File: config.mk
export PLATFORM = sky130hd
export DESIGN_NAME = card_attribute_decoder
export DESIGN_NICKNAME = d
export VERILOG_FILES = /design/src/card_host_pkg.sv /design/src/access_if.sv /design/src/card_attribute_decoder.sv /design/src/card_access_check.sv
export SDC_FILE = /design/constraint.sdc
export NUM_CORES = 1
export LEC_CHECK = 0
export BUFFER_PORTS_ARGS = -buffer_cell sky130_fd_sc_hd__buf_2
export CAP_MARGIN = 5
export CELL_PAD_IN_SITES_DETAIL_PLACEMENT = 1
export CELL_PAD_IN_SITES_GLOBAL_PLACEMENT = 1
export CORE_ASPECT_RATIO = 0.7
export CORE_MARGIN = 8
export CORE_UTILIZATION = 38
export DETAILED_ROUTE_END_ITERATION = 10
export PLACE_DENSITY_LB_ADDON = 0.1
export SLEW_MARGIN = 20
export SYNTH_ARGS = -nofsm -noshare
export SYNTH_HDL_FRONTEND = slang
export SYNTH_SLANG_ARGS = --single-unit
File: constraint.sdc
create_clock -name core_clk -period 5.16 [get_ports core_clk]
set_input_delay 0.258 -clock core_clk [delete_from_list [all_inputs] [get_ports core_clk]]
set_output_delay 0.258 -clock core_clk [all_outputs]
set_load 0.01 [all_outputs]
File: src/card_host_pkg.sv
// Functional notes
// Attribute accesses are byte-wide at even addresses, data on lane D7-D0.
// Configuration registers sit at attribute address 200h: A10 low, A9 high.
// Config access: CE1, REG low, A10 low, A9 high, A8-A4 zero, A0 low.
// Card decodes A3-A1 within configuration group to pick one of four registers.
// Word common read needs REG high, both enables low, A0 low, OE low.
// One enable low gives byte common access: CE1 low lane, CE2 high lane.
// Common writes mirror reads with WE low, OE high; word writes need A0 low.
// Attribute read at A10, A9 low returns card info structure bytes.
// A write to the card info structure region is invalid.
// Odd attribute address or CE2 alone with REG low is invalid.
// Word attribute access: even byte on D7-D0, upper lane not valid.
// Extended card variant decodes configuration access regardless of A10 and A9.
// Data drivers stay released except while the driving side owns the bus.
package card_host_pkg;

  // ==========================================================================
  // Register map
  localparam int          AXI_ADDR_W     = 5;
  localparam logic [2:0]  REG_CTRL_IDX   = 3'h0;
  localparam logic [2:0]  REG_WDATA_IDX  = 3'h1;
  localparam logic [2:0]  REG_STATUS_IDX = 3'h2;
  localparam logic [2:0]  REG_RDATA_IDX  = 3'h3;
  localparam logic [1:0]  RESP_OKAY      = 2'h0;
  localparam logic [1:0]  RESP_SLVERR    = 2'h2;

  // ==========================================================================
  // Control and status word fields
  localparam int CTRL_ADDR_LSB = 0;
  localparam int CTRL_ADDR_MSB = 10;
  localparam int CTRL_ATTR_BIT = 16;
  localparam int CTRL_WR_BIT   = 17;
  localparam int CTRL_LANE_LSB = 18;
  localparam int CTRL_LANE_MSB = 19;
  localparam int CTRL_GO_BIT   = 31;
  localparam int STAT_BUSY_BIT = 0;
  localparam int STAT_DONE_BIT = 1;
  localparam int STAT_REF_BIT  = 2;
  localparam int STAT_CFG_BIT  = 3;
  localparam int STAT_IDX_LSB  = 4;
  localparam int STAT_IDX_MSB  = 6;

  // ==========================================================================
  // Lanes and card address decode
  localparam int          CARD_ADDR_W = 11;
  localparam logic [1:0]  LANE_LOW    = 2'h0;
  localparam logic [1:0]  LANE_HIGH   = 2'h1;
  localparam logic [1:0]  LANE_WORD   = 2'h2;
  localparam logic [1:0]  SPACE_CIS   = 2'h0;
  localparam logic [1:0]  SPACE_CFG   = 2'h1;
  localparam logic [4:0]  CFG_MID     = 5'h00;
  localparam logic [15:0] MASK_LOW    = 16'h00ff;
  localparam logic [15:0] MASK_HIGH   = 16'hff00;
  localparam logic [15:0] MASK_WORD   = 16'hffff;

  // ==========================================================================
  // Pin timing
  localparam int CLK_PERIOD_NS = 20;
  localparam int ADDR_SETUP_NS = 30;
  localparam int STROBE_NS     = 150;
  localparam int ADDR_HOLD_NS  = 20;
  localparam int SETUP_CYC  = (ADDR_SETUP_NS + CLK_PERIOD_NS - 1) / CLK_PERIOD_NS;
  localparam int STROBE_CYC = (STROBE_NS + CLK_PERIOD_NS - 1) / CLK_PERIOD_NS;
  localparam int HOLD_CYC   = (ADDR_HOLD_NS + CLK_PERIOD_NS - 1) / CLK_PERIOD_NS;
  localparam int CNT_W      = 8;

  typedef enum logic [1:0] {PH_IDLE, PH_SETUP, PH_STROBE, PH_HOLD} phase_t;

  function automatic logic [31:0] mergeBytes(input logic [31:0] oldVal,
                                             input logic [31:0] newVal,
                                             input logic [3:0]  strb);
    logic [31:0] res;
    res = oldVal;
    for (int i = 0; i < 4; i++) begin
      if (strb[i]) begin
        res[i*8 +: 8] = newVal[i*8 +: 8];
      end
    end
    return res;
  endfunction

endpackage

File: src/access_if.sv
`timescale 1ns/1ps
interface access_if;
  logic                                 attrSpace;
  logic                                 writeDir;
  logic [1:0]                           lane;
  logic [card_host_pkg::CARD_ADDR_W-1:0] addr;
  logic                                 legal;
  logic                                 ce1N;
  logic                                 ce2N;
  logic                                 regN;
  logic                                 cfgHit;
  logic [2:0]                           cfgIdx;
  logic [15:0]                          laneMask;

  modport check (input attrSpace, writeDir, lane, addr,
                 output legal, ce1N, ce2N, regN, cfgHit, cfgIdx, laneMask);
  modport seq   (output attrSpace, writeDir, lane, addr,
                 input legal, ce1N, ce2N, regN, cfgHit, cfgIdx, laneMask);
endinterface

File: src/card_attribute_decoder.sv
`timescale 1ns/1ps
module card_attribute_decoder (
  input  wire logic                                  core_clk,
  input  wire logic                                  rst_b,
  input  wire logic [card_host_pkg::AXI_ADDR_W-1:0]  awaddr,
  input  wire logic                                  awvalid,
  output logic                                       awready,
  input  wire logic [31:0]                           wdata,
  input  wire logic [3:0]                            wstrb,
  input  wire logic                                  wvalid,
  output logic                                       wready,
  output logic [1:0]                                 bresp,
  output logic                                       bvalid,
  input  wire logic                                  bready,
  input  wire logic [card_host_pkg::AXI_ADDR_W-1:0]  araddr,
  input  wire logic                                  arvalid,
  output logic                                       arready,
  output logic [31:0]                                rdata,
  output logic [1:0]                                 rresp,
  output logic                                       rvalid,
  input  wire logic                                  rready,
  output logic [card_host_pkg::CARD_ADDR_W-1:0]      cardAddr,
  output logic                                       cardCe1N,
  output logic                                       cardCe2N,
  output logic                                       cardRegN,
  output logic                                       cardOeN,
  output logic                                       cardWeN,
  input  wire logic [15:0]                           cardDataIn,
  output logic [15:0]                                cardDataOut,
  output logic                                       cardDataOe
);
  // ==========================================================================
  // Timing constants and checks
  localparam logic [card_host_pkg::CNT_W-1:0] SETUP_CNT =
    card_host_pkg::CNT_W'(card_host_pkg::SETUP_CYC - 1);
  localparam logic [card_host_pkg::CNT_W-1:0] STROBE_CNT =
    card_host_pkg::CNT_W'(card_host_pkg::STROBE_CYC - 1);
  localparam logic [card_host_pkg::CNT_W-1:0] HOLD_CNT =
    card_host_pkg::CNT_W'(card_host_pkg::HOLD_CYC - 1);
  localparam int SetupMax = card_host_pkg::SETUP_CYC + 1;

  // The read path needs two synchroniser cycles inside the strobe.
  if (card_host_pkg::STROBE_CYC < 3 || card_host_pkg::STROBE_CYC > 255 ||
      card_host_pkg::SETUP_CYC < 1 || card_host_pkg::HOLD_CYC < 1) begin : g_bad_timing
    $error("pin timing counts out of range");
  end

  // ==========================================================================
  // State
  typedef struct packed {
    card_host_pkg::phase_t                  phase;
    logic [card_host_pkg::CNT_W-1:0]        cnt;
    logic [31:0]                            ctrl;
    logic [15:0]                            wrData;
    logic [15:0]                            rdData;
    logic                                   start;
    logic                                   done;
    logic                                   refused;
    logic                                   cfgHit;
    logic [2:0]                             cfgIdx;
    logic [15:0]                            mask;
    logic [card_host_pkg::CARD_ADDR_W-1:0]  pinAddr;
    logic                                   ce1N;
    logic                                   ce2N;
    logic                                   regN;
    logic                                   oeN;
    logic                                   weN;
    logic                                   dOe;
    logic [15:0]                            dOut;
    logic [15:0]                            sync1;
    logic [15:0]                            sync2;
    logic                                   bvalid;
    logic                                   rvalid;
    logic [1:0]                             bresp;
    logic [1:0]                             rresp;
    logic [31:0]                            rdBus;
  } state_t;

  localparam state_t RESET_STATE = '{phase: card_host_pkg::PH_IDLE, ce1N: 1'b1, ce2N: 1'b1,
                                     regN: 1'b1, oeN: 1'b1, weN: 1'b1, default: '0};

  state_t      st_reg;
  state_t      st_next;
  logic        wrFire;
  logic        arFire;
  logic        busy;
  logic [2:0]  awIdx;
  logic [2:0]  arIdx;
  logic [31:0] ctrlNew;
  logic [31:0] statusWord;
  access_if    acc ();

  card_access_check u_check (
    .acc (acc.check)
  );

  assign acc.attrSpace = st_reg.ctrl[card_host_pkg::CTRL_ATTR_BIT];
  assign acc.writeDir  = st_reg.ctrl[card_host_pkg::CTRL_WR_BIT];
  assign acc.lane      = st_reg.ctrl[card_host_pkg::CTRL_LANE_MSB:card_host_pkg::CTRL_LANE_LSB];
  assign acc.addr      = st_reg.ctrl[card_host_pkg::CTRL_ADDR_MSB:card_host_pkg::CTRL_ADDR_LSB];

  // ==========================================================================
  // Bus slave handshakes
  assign awIdx   = awaddr[4:2];
  assign arIdx   = araddr[4:2];
  assign wrFire  = awvalid && wvalid && !st_reg.bvalid;
  assign arFire  = arvalid && !st_reg.rvalid;
  assign awready = wrFire;
  assign wready  = wrFire;
  assign arready = !st_reg.rvalid;
  assign busy    = (st_reg.phase != card_host_pkg::PH_IDLE) || st_reg.start;
  assign ctrlNew = card_host_pkg::mergeBytes(st_reg.ctrl, wdata, wstrb);

  always_comb begin
    statusWord = '0;
    statusWord[card_host_pkg::STAT_BUSY_BIT] = busy;
    statusWord[card_host_pkg::STAT_DONE_BIT] = st_reg.done;
    statusWord[card_host_pkg::STAT_REF_BIT]  = st_reg.refused;
    statusWord[card_host_pkg::STAT_CFG_BIT]  = st_reg.cfgHit;
    statusWord[card_host_pkg::STAT_IDX_MSB:card_host_pkg::STAT_IDX_LSB] = st_reg.cfgIdx;
  end

  always_comb begin
    st_next = st_reg;
    st_next.sync1 = cardDataIn;
    st_next.sync2 = st_reg.sync1;
    if (st_reg.bvalid && bready) begin
      st_next.bvalid = 1'b0;
    end
    if (st_reg.rvalid && rready) begin
      st_next.rvalid = 1'b0;
    end
    if (wrFire) begin
      st_next.bvalid = 1'b1;
      st_next.bresp  = card_host_pkg::RESP_OKAY;
      if (awIdx == card_host_pkg::REG_CTRL_IDX) begin
        // A new order while a cycle runs is dropped; software polls busy first.
        if (!busy) begin
          st_next.ctrl  = ctrlNew;
          st_next.start = ctrlNew[card_host_pkg::CTRL_GO_BIT];
          st_next.ctrl[card_host_pkg::CTRL_GO_BIT] = 1'b0;
        end
      end else if (awIdx == card_host_pkg::REG_WDATA_IDX) begin
        st_next.wrData = 16'(card_host_pkg::mergeBytes({16'h0000, st_reg.wrData}, wdata, wstrb));
      end else if (awIdx == card_host_pkg::REG_STATUS_IDX) begin
        if (wstrb[0] && wdata[card_host_pkg::STAT_DONE_BIT]) begin
          st_next.done = 1'b0;
        end
        if (wstrb[0] && wdata[card_host_pkg::STAT_REF_BIT]) begin
          st_next.refused = 1'b0;
        end
      end else if (awIdx != card_host_pkg::REG_RDATA_IDX) begin
        st_next.bresp = card_host_pkg::RESP_SLVERR;
      end
    end
    if (arFire) begin
      st_next.rvalid = 1'b1;
      st_next.rresp  = card_host_pkg::RESP_OKAY;
      if (arIdx == card_host_pkg::REG_CTRL_IDX) begin
        st_next.rdBus = st_reg.ctrl;
      end else if (arIdx == card_host_pkg::REG_WDATA_IDX) begin
        st_next.rdBus = {16'h0000, st_reg.wrData};
      end else if (arIdx == card_host_pkg::REG_STATUS_IDX) begin
        st_next.rdBus = statusWord;
      end else if (arIdx == card_host_pkg::REG_RDATA_IDX) begin
        st_next.rdBus = {16'h0000, st_reg.rdData};
      end else begin
        st_next.rdBus = '0;
        st_next.rresp = card_host_pkg::RESP_SLVERR;
      end
    end

    // ========================================================================
    // Card cycle sequencer; its flag sets come last so a set beats a clear.
    unique case (st_reg.phase)
      card_host_pkg::PH_IDLE: begin
        if (st_reg.start) begin
          st_next.start = 1'b0;
          if (acc.legal) begin
            st_next.pinAddr = acc.addr;
            st_next.ce1N    = acc.ce1N;
            st_next.ce2N    = acc.ce2N;
            st_next.regN    = acc.regN;
            st_next.cfgHit  = acc.cfgHit;
            st_next.cfgIdx  = acc.cfgIdx;
            st_next.mask    = acc.laneMask;
            st_next.dOut    = st_reg.wrData;
            st_next.dOe     = acc.writeDir;
            st_next.cnt     = SETUP_CNT;
            st_next.phase   = card_host_pkg::PH_SETUP;
          end else begin
            st_next.refused = 1'b1;
          end
        end
      end
      card_host_pkg::PH_SETUP: begin
        if (st_reg.cnt == '0) begin
          st_next.oeN   = st_reg.dOe;
          st_next.weN   = !st_reg.dOe;
          st_next.cnt   = STROBE_CNT;
          st_next.phase = card_host_pkg::PH_STROBE;
        end else begin
          st_next.cnt = st_reg.cnt - 1'b1;
        end
      end
      card_host_pkg::PH_STROBE: begin
        if (st_reg.cnt == '0) begin
          st_next.oeN = 1'b1;
          st_next.weN = 1'b1;
          if (!st_reg.dOe) begin
            st_next.rdData = st_reg.sync2 & st_reg.mask;
          end
          st_next.cnt   = HOLD_CNT;
          st_next.phase = card_host_pkg::PH_HOLD;
        end else begin
          st_next.cnt = st_reg.cnt - 1'b1;
        end
      end
      card_host_pkg::PH_HOLD: begin
        if (st_reg.cnt == '0) begin
          st_next.ce1N  = 1'b1;
          st_next.ce2N  = 1'b1;
          st_next.regN  = 1'b1;
          st_next.dOe   = 1'b0;
          st_next.done  = 1'b1;
          st_next.phase = card_host_pkg::PH_IDLE;
        end else begin
          st_next.cnt = st_reg.cnt - 1'b1;
        end
      end
    endcase
  end

  always_ff @(posedge core_clk or negedge rst_b) begin
    if (!rst_b) begin
      st_reg <= RESET_STATE;
    end else begin
      st_reg <= st_next;
    end
  end

  assign bvalid      = st_reg.bvalid;
  assign bresp       = st_reg.bresp;
  assign rvalid      = st_reg.rvalid;
  assign rresp       = st_reg.rresp;
  assign rdata       = st_reg.rdBus;
  assign cardAddr    = st_reg.pinAddr;
  assign cardCe1N    = st_reg.ce1N;
  assign cardCe2N    = st_reg.ce2N;
  assign cardRegN    = st_reg.regN;
  assign cardOeN     = st_reg.oeN;
  assign cardWeN     = st_reg.weN;
  assign cardDataOut = st_reg.dOut;
  assign cardDataOe  = st_reg.dOe;

  logic strobeOn;
  assign strobeOn = !cardOeN || !cardWeN;
endmodule

File: src/card_access_check.sv
`timescale 1ns/1ps
module card_access_check (
  access_if.check acc
);
  // ==========================================================================
  // Access classification
  logic attrOk;
  logic commonOk;
  logic cisWrite;

  // Refusing bad cycles here keeps the card from ever seeing an invalid access.
  assign cisWrite = acc.writeDir && (acc.addr[10:9] == card_host_pkg::SPACE_CIS);
  assign attrOk   = (acc.lane == card_host_pkg::LANE_LOW) && !acc.addr[0] && !cisWrite;
  assign commonOk = (acc.lane == card_host_pkg::LANE_LOW) ||
                    (acc.lane == card_host_pkg::LANE_HIGH) ||
                    ((acc.lane == card_host_pkg::LANE_WORD) && !acc.addr[0]);
  assign acc.legal = acc.attrSpace ? attrOk : commonOk;

  assign acc.ce1N = !((acc.lane == card_host_pkg::LANE_LOW) ||
                      (acc.lane == card_host_pkg::LANE_WORD));
  assign acc.ce2N = !((acc.lane == card_host_pkg::LANE_HIGH) ||
                      (acc.lane == card_host_pkg::LANE_WORD));
  assign acc.regN = !acc.attrSpace;

  assign acc.cfgHit = acc.attrSpace && (acc.addr[10:9] == card_host_pkg::SPACE_CFG) &&
                      (acc.addr[8:4] == card_host_pkg::CFG_MID);
  assign acc.cfgIdx = acc.addr[3:1];

  // Attribute data live on the low lane only, so the upper byte is masked.
  assign acc.laneMask = (acc.attrSpace || acc.lane == card_host_pkg::LANE_LOW) ?
                        card_host_pkg::MASK_LOW :
                        (acc.lane == card_host_pkg::LANE_HIGH) ?
                        card_host_pkg::MASK_HIGH : card_host_pkg::MASK_WORD;
endmodule

==> results of run 1 <==
logic make-up after synthesis:
family / after synthesis
muxes: 95
buffers and inverters: 97
and+or+nand+nor: 103
AOI/OAI and AO/OA: 107
DFF: 179
other: 1
adders and majority gates: 9
layout make-up:
type | instances | share of cell area
tap | 270 | 0.03774
inverter | 13 | 0.005451
sequential | 179 | 0.5010
clock buffer | 18 | 0.04794
clock inverter | 14 | 0.01635
multi-input combinational | 317 | 0.2899
timing repair buffer | 159 | 0.1016
synth_stat cells, drive strengths merged, types with 2 or more instances:
master | n | area [µm²]
dfrtp | 174 | 4354
mux2 | 79 | 889.6
buf | 76 | 555.5
nand2 | 60 | 230.2
o21ai | 40 | 207.7
a22o | 34 | 297.8
inv | 13 | 48.80
nor2 | 10 | 42.54
ha | 9 | 112.6
mux2i | 9 | 90.09
clkbuf | 8 | 30.03
mux4 | 7 | 157.7
o22a | 6 | 52.55
dfstp | 5 | 131.4
a2bb2oi | 4 | 35.03
nor3 | 4 | 25.02
nor4 | 4 | 40.04
a211oi | 3 | 22.52
a21o | 3 | 22.52
a21oi | 3 | 15.01
and2 | 3 | 18.77
nand2b | 3 | 18.77
o2bb2ai | 3 | 26.28
o31ai | 3 | 22.52
or4 | 3 | 22.52
nand3 | 2 | 22.52
nand3b | 2 | 27.53
nand4b | 2 | 17.52
o41ai | 2 | 25.03
or2 | 2 | 12.52
or3b | 2 | 17.52
report_power, final:
| part | total (µW) | leakage [µW] | switching [µW] | internal (µW) |
|---|---|---|---|---|
| clock network | 1280 | 0.000286 | 594 | 685 |
| logic | 875 | 0.00185 | 488 | 387 |
| registers | 1760 | 0.00234 | 157 | 1600 |
stage by stage:
step	std cells	area [µm²]
6_report	970	8952
5_1_grt	970	8952
4_1_cts	970	8952
3_5_place_dp	920	8197
3_3_place_gp	920	8197
2_1_floorplan	593	7709
routing by layer:
layer / GRT usage / routed length [µm] / vias up
li1: - / - / 2219
met1: 0.2159 / 8850 / 2465
met2: 0.2530 / 9108 / 105
met3: 0.04616 / 1052 / 11
met4: 0.03826 / 117 / 0
met5: 0 / 0 / -
final timing paths:
check                                 start     endpoint  slack (ns)  cells after the start
worst min-delay path                 bready       bvalid        0.03                      2
min in group asynchronous             rst_b  st_reg[194]        0.44                      2
worst max-delay path            st_reg[190]  st_reg[134]        2.33                      7
worst max register to register  st_reg[190]  st_reg[134]        2.33                      7
max in group asynchronous             rst_b  st_reg[133]        3.59                      3
worst min register to register  st_next[52]   st_reg[52]        0.34                      0
worst register-to-register path, delay by kind of cell, from the launching register on:
| family | cells | cell delay, ns |
|---|---|---|
| AOI/OAI and AO/OA | 1 | 0.09 |
| adders and majority gates | 1 | 0.20 |
| buffers and inverters | 1 | 0.14 |
| DFF | 1 | 0.44 |
| and+or+nand+nor | 4 | 1.83 |
==> flow_summary.ini, run 1 <==
[routing]
wl_mm = 19.13
via_count = 4800
drtIter0Drc = 296
via_per_inst = 4.948
drtAntennaViolNets = 0
post_drt_wl_per_cell_um = 19.72
dr.pass1.iters = 4
drc = 0

[floorplan]
core_um2 = 19850
num_rows = 43
die_x_um = 186.2
dieArea_um2 = 25150
ios = 143
die_height_um = 135.1
initial_utilization = 0.3879

[timing]
finalHoldWorstSlack_ns = 0.02636
layout_min_cycle_time_ns = 2.833
hold_violations = 0
rsz0062_at_grt = false
fmax_mhz = 353.0
setup_ws_ns = 2.327
relSlewSlack = 0.3861
setup_viol = 0
finClkSkew_ns = 0.01226
slew_viol_final = 0
final.setup.tns_ns = 0
tightest_slew_ns = 0.9158
period_share = 0.5490

[cts]
root_buffer = clkbuf_16
cts_resized = 0
post-cts-setup-buffer-count = 0
path_clk_slew_ns = 0.07
ctsHoldBuffers = 18
clock-sinks = 179
cts_buffer_depth = 2
htreeDepth = 4
clkLatencyLatePin_ns = 0.43
numCtsBuffers = 17
cts_tree = done

[yosys]
syn_inst = 591
ys.warnings.count = 0
synthAdderAreaFrac = 0.01462
synthSimpleGateAreaFrac = 0.07197
synth_mux_area_frac = 0.1477
synth_cell_type_count = 58
ys_async_sr_fraction = 1.000
synth_top_family_by_area = multiplexers
syn_avg_cell_area_um2 = 13.03
seq_area_frac_synth = 0.5825
synth_edf_count = 0
synth-xor-area-share = 0
netlist_area_um2 = 7701
synth_flop_cell = dfrtp_1
synth.ff_latch_count = 179
synth-compound-area-share = 0.1004

[critical_path]
cp_slowest_stage_delay_ns = 0.69
crit_required_ns = 5.45
critPathArrivalTime_ns = 3.12
cp_max_fo = 32
cp_slowest_cell = nor4_4
cp_num_buf_inv = 1
crit_type = register to register
cp-end-kind = register
crit_chain = inv_1 > ha_1 > or3b_1 > nor4_4 > nand3_4 > nand2_1 > o21ai_1
crit_family = simple AND/OR/NAND/NOR gates
start_kind = register

[global_route]
first_global_vias = 5411
antenna_found_initial = 0
grt_max_degree = 93
grt_pass1_wl_mm = 31.03
grt_usage = 0.1606
grt_overflow = 0

[finish]
most-common-layout-cells = dfrtp_1, buf_2, mux2_2
syn_to_final_growth_pct = 16.25
nFillCells = 2099
num-nets-final = 765
antenna_cells = 0
largest_reg_flops = 82
layout-drive-gt1-share = 0.3943
regArea_um2 = 4486
multiInputGateArea_um2 = 2595
final_core_util = 0.4509
layout_commonest_cell = dfrtp_1

[outcome]
status = finished clean

[power]
powerDensity_nw_per_um2 = 437.0
fin_total_pwr_uw = 3912
vdd_drop_max_mv = 0.2064
p_leak_uw = 0.004480

[job]
drv_cap = 0

[placement]
port_buffers = 135
routabilityCongestion = 0.7613
post-place-ws_ns = 2.346
place_hpwl_mm = 13.25

[worst_hold_path]
hp-class = input pin to register
No activity file was read; power rests on OpenSTA's default activity.
==> run 2: changes to the inputs <==
clock period = 2.5 ns   (was 5.16 ns; I/O delays follow)
==> run 2 against run 1 <==
Net effect: clock-buffer cell count increased by 4; total power up 110%; first-iteration DRC count shrank 20%; via count up 4.5%; hold slack worse by 0.0048 ns; routed wire length increased by 4.9%; sequential share of layout area shrank 2.9 points; register-to-register slack got worse by 2.2 ns; worst setup slack got worse by 2.2 ns; cell count grew 5.2%; sequential power is 110% higher; largest cell class unchanged.
==> flow_summary.ini, run 2 (synthesis results as in run 1) <==
[finish]
multiInputGateArea_um2 = 2634
finalNonFillerCells = 1020
antenna_cells = 0
syn_to_final_growth_pct = 23.36
nFillCells = 2102
most-common-layout-cells = dfrtp_1, buf_2, mux2_2
final_core_util = 0.4785
num-nets-final = 815
layout-drive-gt1-share = 0.3933
layout_commonest_cell = dfrtp_1
largest_reg_flops = 82
regArea_um2 = 4486

[timing]
period_share = 0.9525
setup_viol = 0
finClkSkew_ns = 0.01211
tightest_slew_ns = 0.7067
slew_viol_final = 0
layout_min_cycle_time_ns = 2.381
relSlewSlack = 0.5288
hold_violations = 0
fmax_mhz = 419.9

[routing]
via_per_inst = 4.917
drtAntennaViolNets = 0
via_count = 5015
drc = 0
wl_mm = 20.07
drtIter0Drc = 236
post_drt_wl_per_cell_um = 19.68
dr.pass1.iters = 4

[critical_path]
ff2ff_setup_slack_ns = 0.12
crit_required_ns = 2.81
cp_num_buf_inv = 2
cp_slowest_cell = or3b_1
critPathArrivalTime_ns = 2.69
crit_family = simple AND/OR/NAND/NOR gates
cp-end-kind = register
start_kind = register
crit_cells = 8
crit_type = register to register
cp_slowest_stage_delay_ns = 0.51
cp_max_fo = 7
crit_chain = inv_1 > ha_1 > or3b_1 > nor4_4 > buf_4 > nand2_2 > o21ai_2 > mux2_1
reg2reg_depth = 8

[global_route]
antenna_found_initial = 0
grt_pass1_wl_mm = 32.11
grt_max_degree = 64
grt_usage = 0.1645
grt_overflow = 0
first_global_vias = 5618

[worst_hold_path]
hold_depth = 3
hp-class = input pin to register

[floorplan]
ios = 143
die_x_um = 186.2
num_rows = 43
core_um2 = 19850
die_height_um = 135.1
dieArea_um2 = 25150
initial_utilization = 0.3879

[cts]
clock-sinks = 179
root_buffer = clkbuf_16
path_clk_slew_ns = 0.07
numCtsBuffers = 17
htreeDepth = 4
clkLatencyLatePin_ns = 0.43
cts_buffer_depth = 2
cts_tree = done

[placement]
dp_cells = 933
place_hpwl_mm = 13.67
routabilityCongestion = 0.8216
port_buffers = 135

[power]
powerDensity_nw_per_um2 = 879.7
vdd_drop_max_mv = 0.3931
fin_total_pwr_uw = 8357
p_leak_uw = 0.004726

[job]
drv_cap = 0

[outcome]
status = finished clean
run 2: cell types whose count changed in the layout (fill, tap and decap cells not counted), sizes merged:
cell	delta
dlygate4sd3	+34
buf	+15
clkinv	-2
inv	-2
clkbuf	+4
nand3	+1
run 2: path summary, 6_finish.rpt:
path	from	to
worst max-delay path	st_reg[190]	st_reg[191]
worst min-delay path	wdata[31]	st_reg[125]
worst max register to register	st_reg[190]	st_reg[191]
worst min register to register	st_next[47]	st_reg[47]
max in group asynchronous	rst_b	st_reg[40]
min in group asynchronous	rst_b	st_next[39]
run 2: layout make-up:
| cell class | count | area share |
|---|---|---|
| Clock buffer | 22 | 0.05202 |
| Clock inverter | 10 | 0.01185 |
| Inverter | 13 | 0.005136 |
| Multi-Input combinational cell | 318 | 0.2772 |
| Sequential cell | 179 | 0.4721 |
| Tap cell | 270 | 0.03556 |
| Timing Repair Buffer | 208 | 0.1461 |
run 2: layer usage:
layer / part of all wire / GRT usage / vias to the layer above
li1: - / - / 2330
met1: 0.49 / 0.2272 / 2567
met2: 0.46 / 0.2559 / 100
met3: 0.045 / 0.03892 / 18
met4: 0.010 / 0.04354 / 0
met5: 0 / 0 / -
run 2: worst register-to-register path, stage by stage, from the launching register on:
cell,delay [ns]
dfrtp_1,0.43
inv_1,0.14
ha_1,0.20
or3b_1,0.51
nor4_4,0.26
buf_4,0.19
nand2_2,0.09
o21ai_2,0.11
mux2_1,0.34
run 2: power by group:
part	switching [µW]	internal, µW
clock network	1180	1540
registers	318	3310
logic	1100	916
total	2600	5760
run 2: per-stage QoR:
| step | hold WS [ns] | area (µm²) | TNS [ns] | setup WS [ns] |
|---|---|---|---|---|
| final | 0.02156 | 9500 | 0 | 0.1188 |
| after global routing | 0.04726 | 9500 | -0.008745 | -0.008745 |
| after CTS | 0.007833 | 9447 | 0 | 0.03222 |
| after detailed placement | 0.1611 | 8319 | 0 | 0.06525 |
| after global placement | 0.1520 | 8319 | 0 | 0.1480 |
| after floorplan | -0.1706 | 7709 | 0 | 0.2160 |
run 2: timing repair:
item,in CTS,in global routing
setup buffers,0,2
hold endpoints to repair,121,0
hold buffers,52,0
endpoints found under the setup margin,0,35
gates resized for setup,0,5
